**src/hw/timer_ctrl_pkg.sv**
```systemverilog
package timer_ctrl_pkg;

  // Byte addresses of the register words
  localparam logic [7:0] OFS_CTRL_A = 8'h00;
  localparam logic [7:0] OFS_CTRL_B = 8'h04;
  localparam logic [7:0] OFS_COUNT = 8'h08;
  localparam logic [7:0] OFS_CMP_ONE = 8'h0c;
  localparam logic [7:0] OFS_CMP_TWO = 8'h10;
  localparam logic [7:0] OFS_CAP_ONE = 8'h14;
  localparam logic [7:0] OFS_IRQ_STATUS = 8'h18;
  localparam logic [7:0] OFS_IRQ_MASK = 8'h1c;

  // Field positions in timer_irq_control_flags
  localparam int CAPTURE_FLAG_TWO = 7;
  localparam int CAPTURE_FLAG_ONE = 6;
  localparam int CAPTURE_IRQ_ENABLE = 5;
  localparam int COMPARE_FLAG_TWO = 4;
  localparam int COMPARE_FLAG_ONE = 3;
  localparam int COMPARE_IRQ_ENABLE = 2;
  localparam int OVERFLOW_FLAG = 1;
  localparam int OVERFLOW_IRQ_ENABLE = 0;
  // Flags that software clears by writing 0
  localparam logic [7:0] CTRL_A_FLAG_MASK = 8'hda;

  // Field positions in timer_mode_prescale_config
  localparam int RT_COUNTER_WRAP_FLAG = 7;
  localparam int CAPTURE_EDGE_SELECT = 6;
  localparam int EVENT_EDGE_SELECT = 5;
  localparam int PRESCALE_LSB = 2;
  localparam int MODE_LSB = 0;

  // Bits of the interrupt status and mask words
  localparam int IRQ_CAPTURE = 0;
  localparam int IRQ_COMPARE = 1;
  localparam int IRQ_OVERFLOW = 2;
  localparam int IRQ_RT_WRAP = 3;

  // Values after reset, and the top values of both counters
  localparam logic [7:0] CTRL_A_RESET = 8'h00;
  localparam logic [7:0] CTRL_B_RESET = 8'h00;
  localparam logic [15:0] COUNT_RESET = 16'h0000;
  localparam logic [15:0] COUNT_TOP = 16'hffff;
  localparam logic [7:0] RT_TOP = 8'hff;

  typedef enum logic [1:0] {
    MODE_SOFTWARE = 2'h0,
    MODE_PWM = 2'h1,
    MODE_CAPTURE = 2'h2,
    MODE_EVENT = 2'h3
  } mode_type;

endpackage

```
**src/hw/edge_sense.sv**
```systemverilog
`timescale 1ns/1ps
// Edge detector for synchronous pins, polarity chosen per bit
module edge_sense #(
  parameter int WIDTH = 3
) (
  // Clock and reset
  input wire logic clk,
  input wire logic rst,
  // Pins and polarity (1 = rising)
  input wire logic [WIDTH-1:0] pins,
  input wire logic [WIDTH-1:0] riseSel,
  // One-cycle pulse per detected edge
  output logic [WIDTH-1:0] edges
);

  logic [WIDTH-1:0] prev_q;

  // Previous pin sample
  always_ff @(posedge clk or posedge rst) begin
    if (rst) begin
      prev_q <= '0;
    end else begin
      prev_q <= pins;
    end
  end

  // Rising when selected, else falling
  for (genvar i = 0; i < WIDTH; i++) begin : g_edge
    assign edges[i] = riseSel[i] ? (pins[i] & ~prev_q[i]) : (~pins[i] & prev_q[i]);
  end

endmodule

```
**src/hw/multifunction_timer_control.sv**
```systemverilog
// Decided for this implementation: the AHB-Lite interface to the registers and the placing of the registers.
`timescale 1ns/1ps
// Overview of operation
// With the capture interrupt enable at 1, capture events raise an interrupt in capture mode.
// With capture interrupts enabled, every selected edge on either capture pin interrupts; the code raises it in capture mode only.
// With the capture interrupt enable at 0, no capture interrupt is raised.
// Compare flag two sets on a match with value two only while value two is active.
// A hardware-set comparison flag stays 1 until software clears it.
// Control B bit 7 sets when the 8-bit real-time counter wraps FFh to 00h and stays set.
// The capture edge bit picks rising (1) or falling (0) edges for both capture pins.
// The event edge bit picks rising (1) or falling (0) edges on the event pin.
// The prescale field divides the system clock by two to the field value, 1 to 128.
// The mode field selects software timer, PWM, capture/compare or event counting.
// In capture mode an edge on capture pin two sets capture flag two until cleared.
// In capture mode an edge on capture pin two copies the counter into value two.
// A counter wrap FFFFh to 0000h sets the overflow flag and interrupts if enabled.
// Capture flag one and compare flag one set on their events and stay until cleared.
// Compare and overflow interrupt enables at 1 let matches and overflows interrupt.
module multifunction_timer_control
  import timer_ctrl_pkg::*;
(
  // Clock and reset
  input wire logic clk,
  input wire logic rst,
  // AHB-Lite slave
  input wire logic hsel,
  input wire logic [31:0] haddr,
  input wire logic [1:0] htrans,
  input wire logic hwrite,
  input wire logic [2:0] hsize,
  input wire logic [31:0] hwdata,
  input wire logic hready,
  output logic hreadyout,
  output logic [31:0] hrdata,
  output logic hresp,
  // Timer pins
  input wire logic captureInputOnePin,
  input wire logic captureInputTwoPin,
  input wire logic eventClockPin,
  output logic timerOut,
  // Interrupt
  output logic irq
);

  typedef struct packed {
    logic [7:0] ctrlA;
    logic [7:0] ctrlB;
    logic [15:0] count;
    logic [15:0] cmpOne;
    logic [15:0] cmpTwo;
    logic [15:0] capOne;
    logic [6:0] presDiv;
    logic [7:0] rtCount;
    logic activeTwo;
    logic pwmOut;
    logic [3:0] irqStatus;
    logic [3:0] irqMask;
    logic irq;
    logic ready;
    logic [31:0] rdata;
    logic wrPend;
    logic [7:0] wrAddr;
  } state_type;

  state_type s_q, s_d;
  logic [2:0] pinEdges;
  logic capEdgeOne, capEdgeTwo, evtEdge;
  logic addrAccept, tick, step, capMode, match1, match2, overflow, rtWrap;
  mode_type mode;

  // Prescaler mask: low field-value bits all ones gives one tick per 2^n clocks
  function automatic logic [6:0] presMask(input logic [2:0] ps);
    presMask = 7'(({7'h00, 1'b1} << ps) - 8'h01);
  endfunction

  // Register read mux
  function automatic logic [31:0] readReg(input logic [7:0] a, input state_type s);
    if (a == OFS_CTRL_A) begin
      readReg = {24'h000000, s.ctrlA};
    end else if (a == OFS_CTRL_B) begin
      readReg = {24'h000000, s.ctrlB};
    end else if (a == OFS_COUNT) begin
      readReg = {16'h0000, s.count};
    end else if (a == OFS_CMP_ONE) begin
      readReg = {16'h0000, s.cmpOne};
    end else if (a == OFS_CMP_TWO) begin
      readReg = {16'h0000, s.cmpTwo};
    end else if (a == OFS_CAP_ONE) begin
      readReg = {16'h0000, s.capOne};
    end else if (a == OFS_IRQ_STATUS) begin
      readReg = {28'h0000000, s.irqStatus};
    end else if (a == OFS_IRQ_MASK) begin
      readReg = {28'h0000000, s.irqMask};
    end else begin
      readReg = 32'h00000000;
    end
  endfunction

  // Both capture pins share one polarity bit, the event pin has its own
  edge_sense #(.WIDTH(3)) u_edges (
    .clk(clk),
    .rst(rst),
    .pins({eventClockPin, captureInputTwoPin, captureInputOnePin}),
    .riseSel({s_q.ctrlB[EVENT_EDGE_SELECT], {2{s_q.ctrlB[CAPTURE_EDGE_SELECT]}}}),
    .edges(pinEdges)
  );
  assign capEdgeOne = pinEdges[0];
  assign capEdgeTwo = pinEdges[1];
  assign evtEdge = pinEdges[2];

  // Next-state logic; hardware sets are applied after software clears
  always_comb begin
    s_d = s_q;
    mode = mode_type'(s_q.ctrlB[MODE_LSB +: 2]);
    capMode = (mode == MODE_CAPTURE);
    addrAccept = hsel && htrans[1] && hready;
    s_d.ready = 1'b1;
    s_d.wrPend = addrAccept && hwrite;
    if (addrAccept) begin
      s_d.wrAddr = {haddr[7:2], 2'b00};
    end
    // Prescaler and step source
    s_d.presDiv = s_q.presDiv + 7'h01;
    tick = (s_q.presDiv & presMask(s_q.ctrlB[PRESCALE_LSB +: 3])) ==
           presMask(s_q.ctrlB[PRESCALE_LSB +: 3]);
    step = (mode == MODE_EVENT) ? evtEdge : tick;
    // Comparison against the active value; capture mode only uses value one
    match1 = step && (s_q.count == s_q.cmpOne) && (capMode || !s_q.activeTwo);
    match2 = step && (s_q.count == s_q.cmpTwo) && !capMode && s_q.activeTwo;
    overflow = 1'b0;
    if (step) begin
      if (!capMode && (match1 || match2)) begin
        // Period end: restart and swap the active value
        s_d.count = COUNT_RESET;
        s_d.activeTwo = !s_q.activeTwo;
        if (mode == MODE_PWM) begin
          s_d.pwmOut = !s_q.pwmOut;
        end
      end else begin
        s_d.count = s_q.count + 16'h0001;
        overflow = (s_q.count == COUNT_TOP);
        if (match1) begin
          s_d.pwmOut = !s_q.pwmOut;
        end
      end
    end
    // Separate real-time byte counter
    s_d.rtCount = s_q.rtCount + 8'h01;
    rtWrap = (s_q.rtCount == RT_TOP);
    // Data-phase writes
    if (s_q.wrPend) begin
      if (s_q.wrAddr == OFS_CTRL_A) begin
        // Flags clear on 0, writing 1 leaves them; enables take the value
        s_d.ctrlA = (hwdata[7:0] & ~CTRL_A_FLAG_MASK) |
                    (s_q.ctrlA & hwdata[7:0] & CTRL_A_FLAG_MASK);
      end else if (s_q.wrAddr == OFS_CTRL_B) begin
        s_d.ctrlB = {s_q.ctrlB[7] & hwdata[7], hwdata[6:0]};
      end else if (s_q.wrAddr == OFS_CMP_ONE) begin
        s_d.cmpOne = hwdata[15:0];
      end else if (s_q.wrAddr == OFS_CMP_TWO) begin
        s_d.cmpTwo = hwdata[15:0];
      end else if (s_q.wrAddr == OFS_IRQ_MASK) begin
        s_d.irqMask = hwdata[3:0];
      end
    end
    // Captures; the hardware copy wins over a software write to value two
    if (capMode && capEdgeOne) begin
      s_d.capOne = s_q.count;
      s_d.ctrlA[CAPTURE_FLAG_ONE] = 1'b1;
    end
    if (capMode && capEdgeTwo) begin
      s_d.cmpTwo = s_q.count;
      s_d.ctrlA[CAPTURE_FLAG_TWO] = 1'b1;
    end
    if (match1) begin
      s_d.ctrlA[COMPARE_FLAG_ONE] = 1'b1;
    end
    if (match2) begin
      s_d.ctrlA[COMPARE_FLAG_TWO] = 1'b1;
    end
    if (overflow) begin
      s_d.ctrlA[OVERFLOW_FLAG] = 1'b1;
    end
    if (rtWrap) begin
      s_d.ctrlB[RT_COUNTER_WRAP_FLAG] = 1'b1;
    end
    // Read data is sampled in the address phase, stands in the data phase
    if (addrAccept && !hwrite) begin
      s_d.rdata = readReg({haddr[7:2], 2'b00}, s_q);
      if ({haddr[7:2], 2'b00} == OFS_IRQ_STATUS) begin
        s_d.irqStatus = 4'h0;
      end
    end
    // Sticky interrupt causes, gated by their enables except the real-time wrap, which has none; set beats read-clear
    if (capMode && (capEdgeOne || capEdgeTwo) && s_q.ctrlA[CAPTURE_IRQ_ENABLE]) begin
      s_d.irqStatus[IRQ_CAPTURE] = 1'b1;
    end
    if ((match1 || match2) && s_q.ctrlA[COMPARE_IRQ_ENABLE]) begin
      s_d.irqStatus[IRQ_COMPARE] = 1'b1;
    end
    if (overflow && s_q.ctrlA[OVERFLOW_IRQ_ENABLE]) begin
      s_d.irqStatus[IRQ_OVERFLOW] = 1'b1;
    end
    if (rtWrap) begin
      s_d.irqStatus[IRQ_RT_WRAP] = 1'b1;
    end
    s_d.irq = |(s_d.irqStatus & s_d.irqMask);
  end

  // State register
  always_ff @(posedge clk or posedge rst) begin
    if (rst) begin
      s_q <= '{ctrlA: CTRL_A_RESET, ctrlB: CTRL_B_RESET, count: COUNT_RESET,
               default: '0};
    end else begin
      s_q <= s_d;
    end
  end

  assign hreadyout = s_q.ready;
  assign hrdata = s_q.rdata;
  assign hresp = 1'b0;
  assign timerOut = s_q.pwmOut;
  assign irq = s_q.irq;
endmodule

```
**config.mk**
```make
export PLATFORM = sky130hd
export DESIGN_NAME = multifunction_timer_control
export DESIGN_NICKNAME = d
export VERILOG_FILES = /design/src/hw/timer_ctrl_pkg.sv /design/src/hw/edge_sense.sv /design/src/hw/multifunction_timer_control.sv
export SDC_FILE = /design/constraint.sdc
export NUM_CORES = 1
export LEC_CHECK = 0
export ABC_AREA = 1
export BUFFER_PORTS_ARGS = -buffer_cell sky130_fd_sc_hd__buf_2
export CORE_UTILIZATION = 57
export DETAILED_ROUTE_END_ITERATION = 10
export PLACE_DENSITY_LB_ADDON = 0.25
export SYNTH_ARGS = -nofsm -noshare
export SYNTH_HDL_FRONTEND = slang
export SYNTH_HIERARCHICAL = 1
export SYNTH_SLANG_ARGS = --single-unit
```
**constraint.sdc**
```tcl
create_clock -name clk -period 4.25 [get_ports clk]
set_input_delay 0.425 -clock clk [delete_from_list [all_inputs] [get_ports clk]]
set_output_delay 0.425 -clock clk [all_outputs]
set_load 0.03 [all_outputs]
```
======== After elaboration in Yosys (flattened, before gate mapping) ========
Cells that the tools add are included.
operators by class
  $add $sub $neg .......................... 4
  equality and inequality tests ........... 24
  shifts and indexed selects .............. 1
  mux-type cells .......................... 46
  bitwise gates (word level) .............. 19
  reductions and logical operators ........ 52
operators by type and width
  operator                                             number
  two-way mux 16 bit                                   14
  two-way mux 4 bit                                    10
  equality test 6 x 3 -> 1 bit, second input constant  6
  equality test 16 bit                                 2
  nonzero test 2 bit                                   14
  two-way mux 8 bit                                    3
  two-way mux 1 bit                                    19
  equality test 6 x 2 -> 1 bit, second input constant  3
  adder 16 x 1 -> 16 bit, second input constant        1
  equality test 16 bit, second input constant          1
  logical AND 1 bit                                    16
  AND reduction 2 bit                                  7
  equality test 6 x 1 -> 1 bit, second input constant  2
  AND reduction 3 bit                                  3
  adder 8 x 1 -> 8 bit, second input constant          1
  AND 8 bit                                            1
  equality test 8 bit, second input constant           1
  logical NOT 8 bit                                    1
  != test 2 x 1 -> 1 bit, second input constant        4
  inverter 1 bit                                       8
  OR 6 x 8 -> 8 bit                                    1
  adder 7 x 1 -> 7 bit, second input constant          1
  AND 1 bit                                            7
  AND 7 bit                                            1
  13 further kinds                                     19
storage, ports and cells
  bits in registers ....................... 149
  input bits .............................. 77
  output and inout port bits .............. 36
  logic and storage cells ................. 170

======== Logic depth before layout (Yosys ltp) ========
  depth in word-level cells ............... 16
  mapped depth ............................ 15

======== Cells and area by module ========
The synthesis kept the hierarchy.
modules (own cells, without submodules)
  module                       times used  cells an instance  area an instance (um^2)  seq. area each (um^2)
  multifunction_timer_control  1           800                6732.7                   3253.1
  edge_sense                   1           22                 153.9                    75.1

======== Least setup slack after synthesis ========
OpenSTA, ideal clock, no wires.
  path type ............................... reg2reg
  start point ............................. register s_q[117] in the netlist's numbering
  end point ............................... register s_q[118] in the netlist's numbering
  data arrival time ....................... 1.501 ns
  data required time ...................... 4.123 ns
  setup slack ............................. 2.622 ns
  cell stages (with the launch flop) ...... 11
  buffers on the path ..................... 1
  cells stage by stage .................... dfrtp_1 > or2_2 > a21oi_1 > nand3_1 > nor2_2 > nand2_1 > nand2_2 > nand2_4 > inv_2 > buf_6 > nor3_1
on the way
  word-level cells in the longest chain between the ends .. 7
ends and longest elaborated chain
  what                                                                            line                                text
  start, declared                                                                 multifunction_timer_control.sv:65   state_type s_q, s_d;
  start signal, assigned                                                          multifunction_timer_control.sv:213  s_q <= '{ctrlA: CTRL_A_RESET, ctrlB: CTRL_B_RESET, count: COUNT_RESET,
  parallel branches: the longest is 6 deep, another holds adder 16 x 1 -> 16 bit  n/a
  two-way mux 16 bit (*)                                                          multifunction_timer_control.sv:132  if (!capMode && (match1 || match2)) begin
Every way passes the cells marked *.
A chain may end at the register's enable or synchronous reset.

==> impl_metrics.json <==
{
  "outcome": "finished, violations left",
  "violations": "design-rule violations",
  "grt_pass1_vias": 5462,
  "worstPathArrival_ns": 2.75,
  "die_x_um": 111.9,
  "clock.fmax_ghz": 0.4105,
  "clk_latency_ns": 0.42,
  "die_h_um": 111.9,
  "start_kind": "flop",
  "min_path_type": "primary input to flop",
  "hpwl_um": 11430,
  "ir_drop_uv": 244.4,
  "final_nets": 926,
  "final_cell_area_mm2": 0.007665,
  "synth_most_common_cell": "nand2_1",
  "areaGrowthSynthToFinish_pct": 11.30,
  "clock_skew_ns": 0.005262,
  "rsz0062_at_grt": "false",
  "grt_max_degree": 84,
  "fin_cells": 1002,
  "post_drt_wl_per_cell_um": 16.78,
  "critPathMostFrequentCell": "nand2_1",
  "track_usage_pct": 28.55,
  "critPathKind": "flop to flop",
  "cts_sinks": 133,
  "dr.first_iter.drc_count": 635,
  "die_area_mm2": 0.01253,
  "antenna_found_initial": 0,
  "rows": 39,
  "synthTopCellsByArea": "dfrtp_1 (48%), nand2_1 (11%), o21ai_0 (5.5%), inv_1 (4.3%), buf_4 (3.7%)",
  "grt_pass1_wl_um": 27170,
  "ios": 113,
  "mappedNetlistArea_mm2": 0.006887,
  "place_congestion": 0.8948,
  "layout-drive-gt1-share_pct": 15.02,
  "ys.flop_type": "dfrtp_1",
  "cts-htree-levels": 4,
  "root_buffer": "clkbuf_16",
  "drc": 10,
  "drt_pass1_iterations": 8,
  "vias": 5757,
  "overflow": 0,
  "cp.required_ns": 4.56,
  "io_buffer_count": 49,
  "drt_wl_total_um": 16810,
  "ys_warn_count": 6,
  "clockBufferDepth": 2,
  "core_mm2": 0.01161,
  "ys_seq_elements": 133,
  "cp_slowest_stage_delay_ns": 0.85,
  "place_inst": 969,
  "cp_slowest_cell": "nand2_1",
  "vias_per_cell": 5.746,
  "endpoint_kind": "flop",
  "cts_tree": "built",
  "async_flop_share_pct": 100.0,
  "yosys.area.top_type": "dfrtp_1",
  "ant_nets": 0,
  "synth_edf_count": 0,
  "yosysUniqueCellTypes": 41,
  "cts_resized": 0,
  "tns_ns": 0,
  "setup_viol": 0,
  "synthTopCellsByCount": "nand2_1 (203), dfrtp_1 (133), inv_1 (78), o21ai_0 (75), nor2_1 (57)",
  "start_util_pct": 59.30,
  "diodes": 0,
  "ys_seq_area_share_pct": 48.33,
  "drv_cap": 0,
  "slew_violations": 0,
  "syn_area_per_cell_um2": 8.378,
  "worst_slew_pin_slew_ns": 1.165,
  "synth_top_area_share_pct": 48.33,
  "crit_chain": "nand2_2 -> inv_1 -> nand2_1 -> nand2_1 -> nand2_1 -> o21ai_1 -> a22o_1 -> a21oi_1 -> nand2_1",
  "hold_viol": 0,
  "relSlewSlack_pct": 22.14,
  "critPathMaxFanout": 34,
  "synth_cells": 822,
  "path_clk_slew_ns": 0.06,
  "cellPowerDensity_mw_per_mm2": 512.4,
  "finalCriticalPeriod_ns": 2.436,
  "cts_buffers": 17,
  "nFillCells": 949,
  "fin_crit_sh_pct": 57.32,
  "postPlaceCellArea_mm2": 0.006999,
  "leakage_nw": 3.761
}
## cell usage in the layout (no fill, tap or decap), types with 2 or more instances in the layout
master | netlist | routed
a211oi_1 | 5 | 5
inv_2 | 7 | 7
nor3_1 | 10 | 10
nand2_1 | 203 | 203
nor3_2 | 2 | 2
clkinvlp_4 | 0 | 2
clkbuf_16 | 0 | 17
ha_1 | 3 | 3
o22ai_1 | 2 | 2
conb_1 | 2 | 18
bufinv_16 | 0 | 5
clkbuf_8 | 0 | 2
nand2_2 | 6 | 6
dfrtp_1 | 133 | 133
nor2_2 | 15 | 15
xnor2_1 | 18 | 18
nand4_1 | 8 | 8
a21oi_1 | 21 | 21
inv_1 | 78 | 77
buf_2 | 6 | 49
o31ai_1 | 5 | 5
clkinv_2 | 0 | 4
nand3_2 | 3 | 3
nor3b_1 | 2 | 2
nand3_1 | 27 | 27
o2111ai_1 | 8 | 8
nor2_1 | 57 | 57
a221oi_1 | 6 | 6
o21ai_1 | 5 | 5
o21ai_0 | 75 | 75
o221ai_1 | 2 | 2
o211ai_1 | 15 | 15
mux2_2 | 10 | 10
xor2_1 | 24 | 24
## final timing paths
check	startpoint	endpoint	slack [ns]	cells after the start
worst min register to register	s_q[53]$_DFF_PP0_	s_q[53]$_DFF_PP0_	0.46	1
max in group asynchronous	rst	s_q[126]$_DFFE_PP0P_	2.65	4
min in group asynchronous	rst	u_edges/prev_q[2]$_DFF_PP0_	0.44	3
worst min-delay path	eventClockPin	u_edges/prev_q[2]$_DFF_PP0_	0.13	1
worst max register to register	mode[1]$_DFFE_PP0P_	irq$_DFF_PP0_	1.81	9
worst max-delay path	mode[1]$_DFFE_PP0P_	irq$_DFF_PP0_	1.81	9
## metal layers
metal,vias up,global-route usage [%],share of wire (%)
met5,-,0,0
met4,0,11.98,2.3
met3,39,8.002,9.2
met2,277,45.38,47
met1,2769,36.79,41
li1,2672,-,-
## stage by stage
step | hold slack [ns] | setup WS [ns] | total power, W | utilization, %
6_report | 0.1317 | 1.814 | 0.003927 | 66.00
4_1_cts | 0.1196 | 1.868 | 0.003933 | 66.00
3_3_place_gp | 0.3195 | 1.607 | 0.002268 | 60.27
3_5_place_dp | 0.3286 | 1.504 | 0.002302 | 60.27
5_1_grt | 0.1307 | 1.602 | 0.004099 | 66.00
2_1_floorplan | 0.1786 | 0.3557 | 0.002156 | -
## repair_timing
action                     in CTS  in global routing
hold endpoints to repair        3                  0
hold buffers                    1                  0
setup endpoints to repair       0                  0
buffers inserted                0                  0
## worst max-delay path: cells and delay by family, from the launching register on
kind / cells / cell delay (ns)
AND/OR/NAND/NOR: 5 / 1.36
flip-flops: 1 / 0.45
AO/OA/AOI/OAI: 3 / 0.42
buffers and inverters: 1 / 0.08
## cell type report
| cell class | instances | area, um2 | area share [%] |
|---|---|---|---|
| clock buffer | 19 | 452.9 | 5.909 |
| multi-input combinational | 557 | 2902 | 37.86 |
| inverter | 86 | 325.3 | 4.244 |
| sequential | 133 | 3328 | 43.42 |
| clock inverter | 13 | 202.7 | 2.644 |
| tap | 143 | 178.9 | 2.334 |
| timing repair buffer | 51 | 275.3 | 3.591 |
## power by group
| group | total (W) | switching (W) | internal [W] |
|---|---|---|---|
| clock | 0.00162 | 0.000547 | 0.00107 |
| sequential | 0.00168 | 0.000196 | 0.00148 |
| combinational | 0.000635 | 0.000412 | 0.000223 |
## state kept, by name, summed over array words and instances (netlist names)
register,cells
u_edges/prev_q,3
mode,2
irq,1
hrdata,16
timerOut,1
hreadyout,1
s_q,109
## logic make-up (layout without fill, tap and decap cells)
logic type      Yosys count  after routing  share of synthesized area [%]
simple gates            338            338                          21.13
buf+inv                 148            169                          10.41
compound gates          146            146                          12.50
other cells               2             18                         0.1091
fa+ha+maj                 3              3                         0.5451
xor+xnor                 42             42                          5.342
flops                   133            133                          48.33
mux                      10             10                          1.635
(Power assumes the default switching activity.)
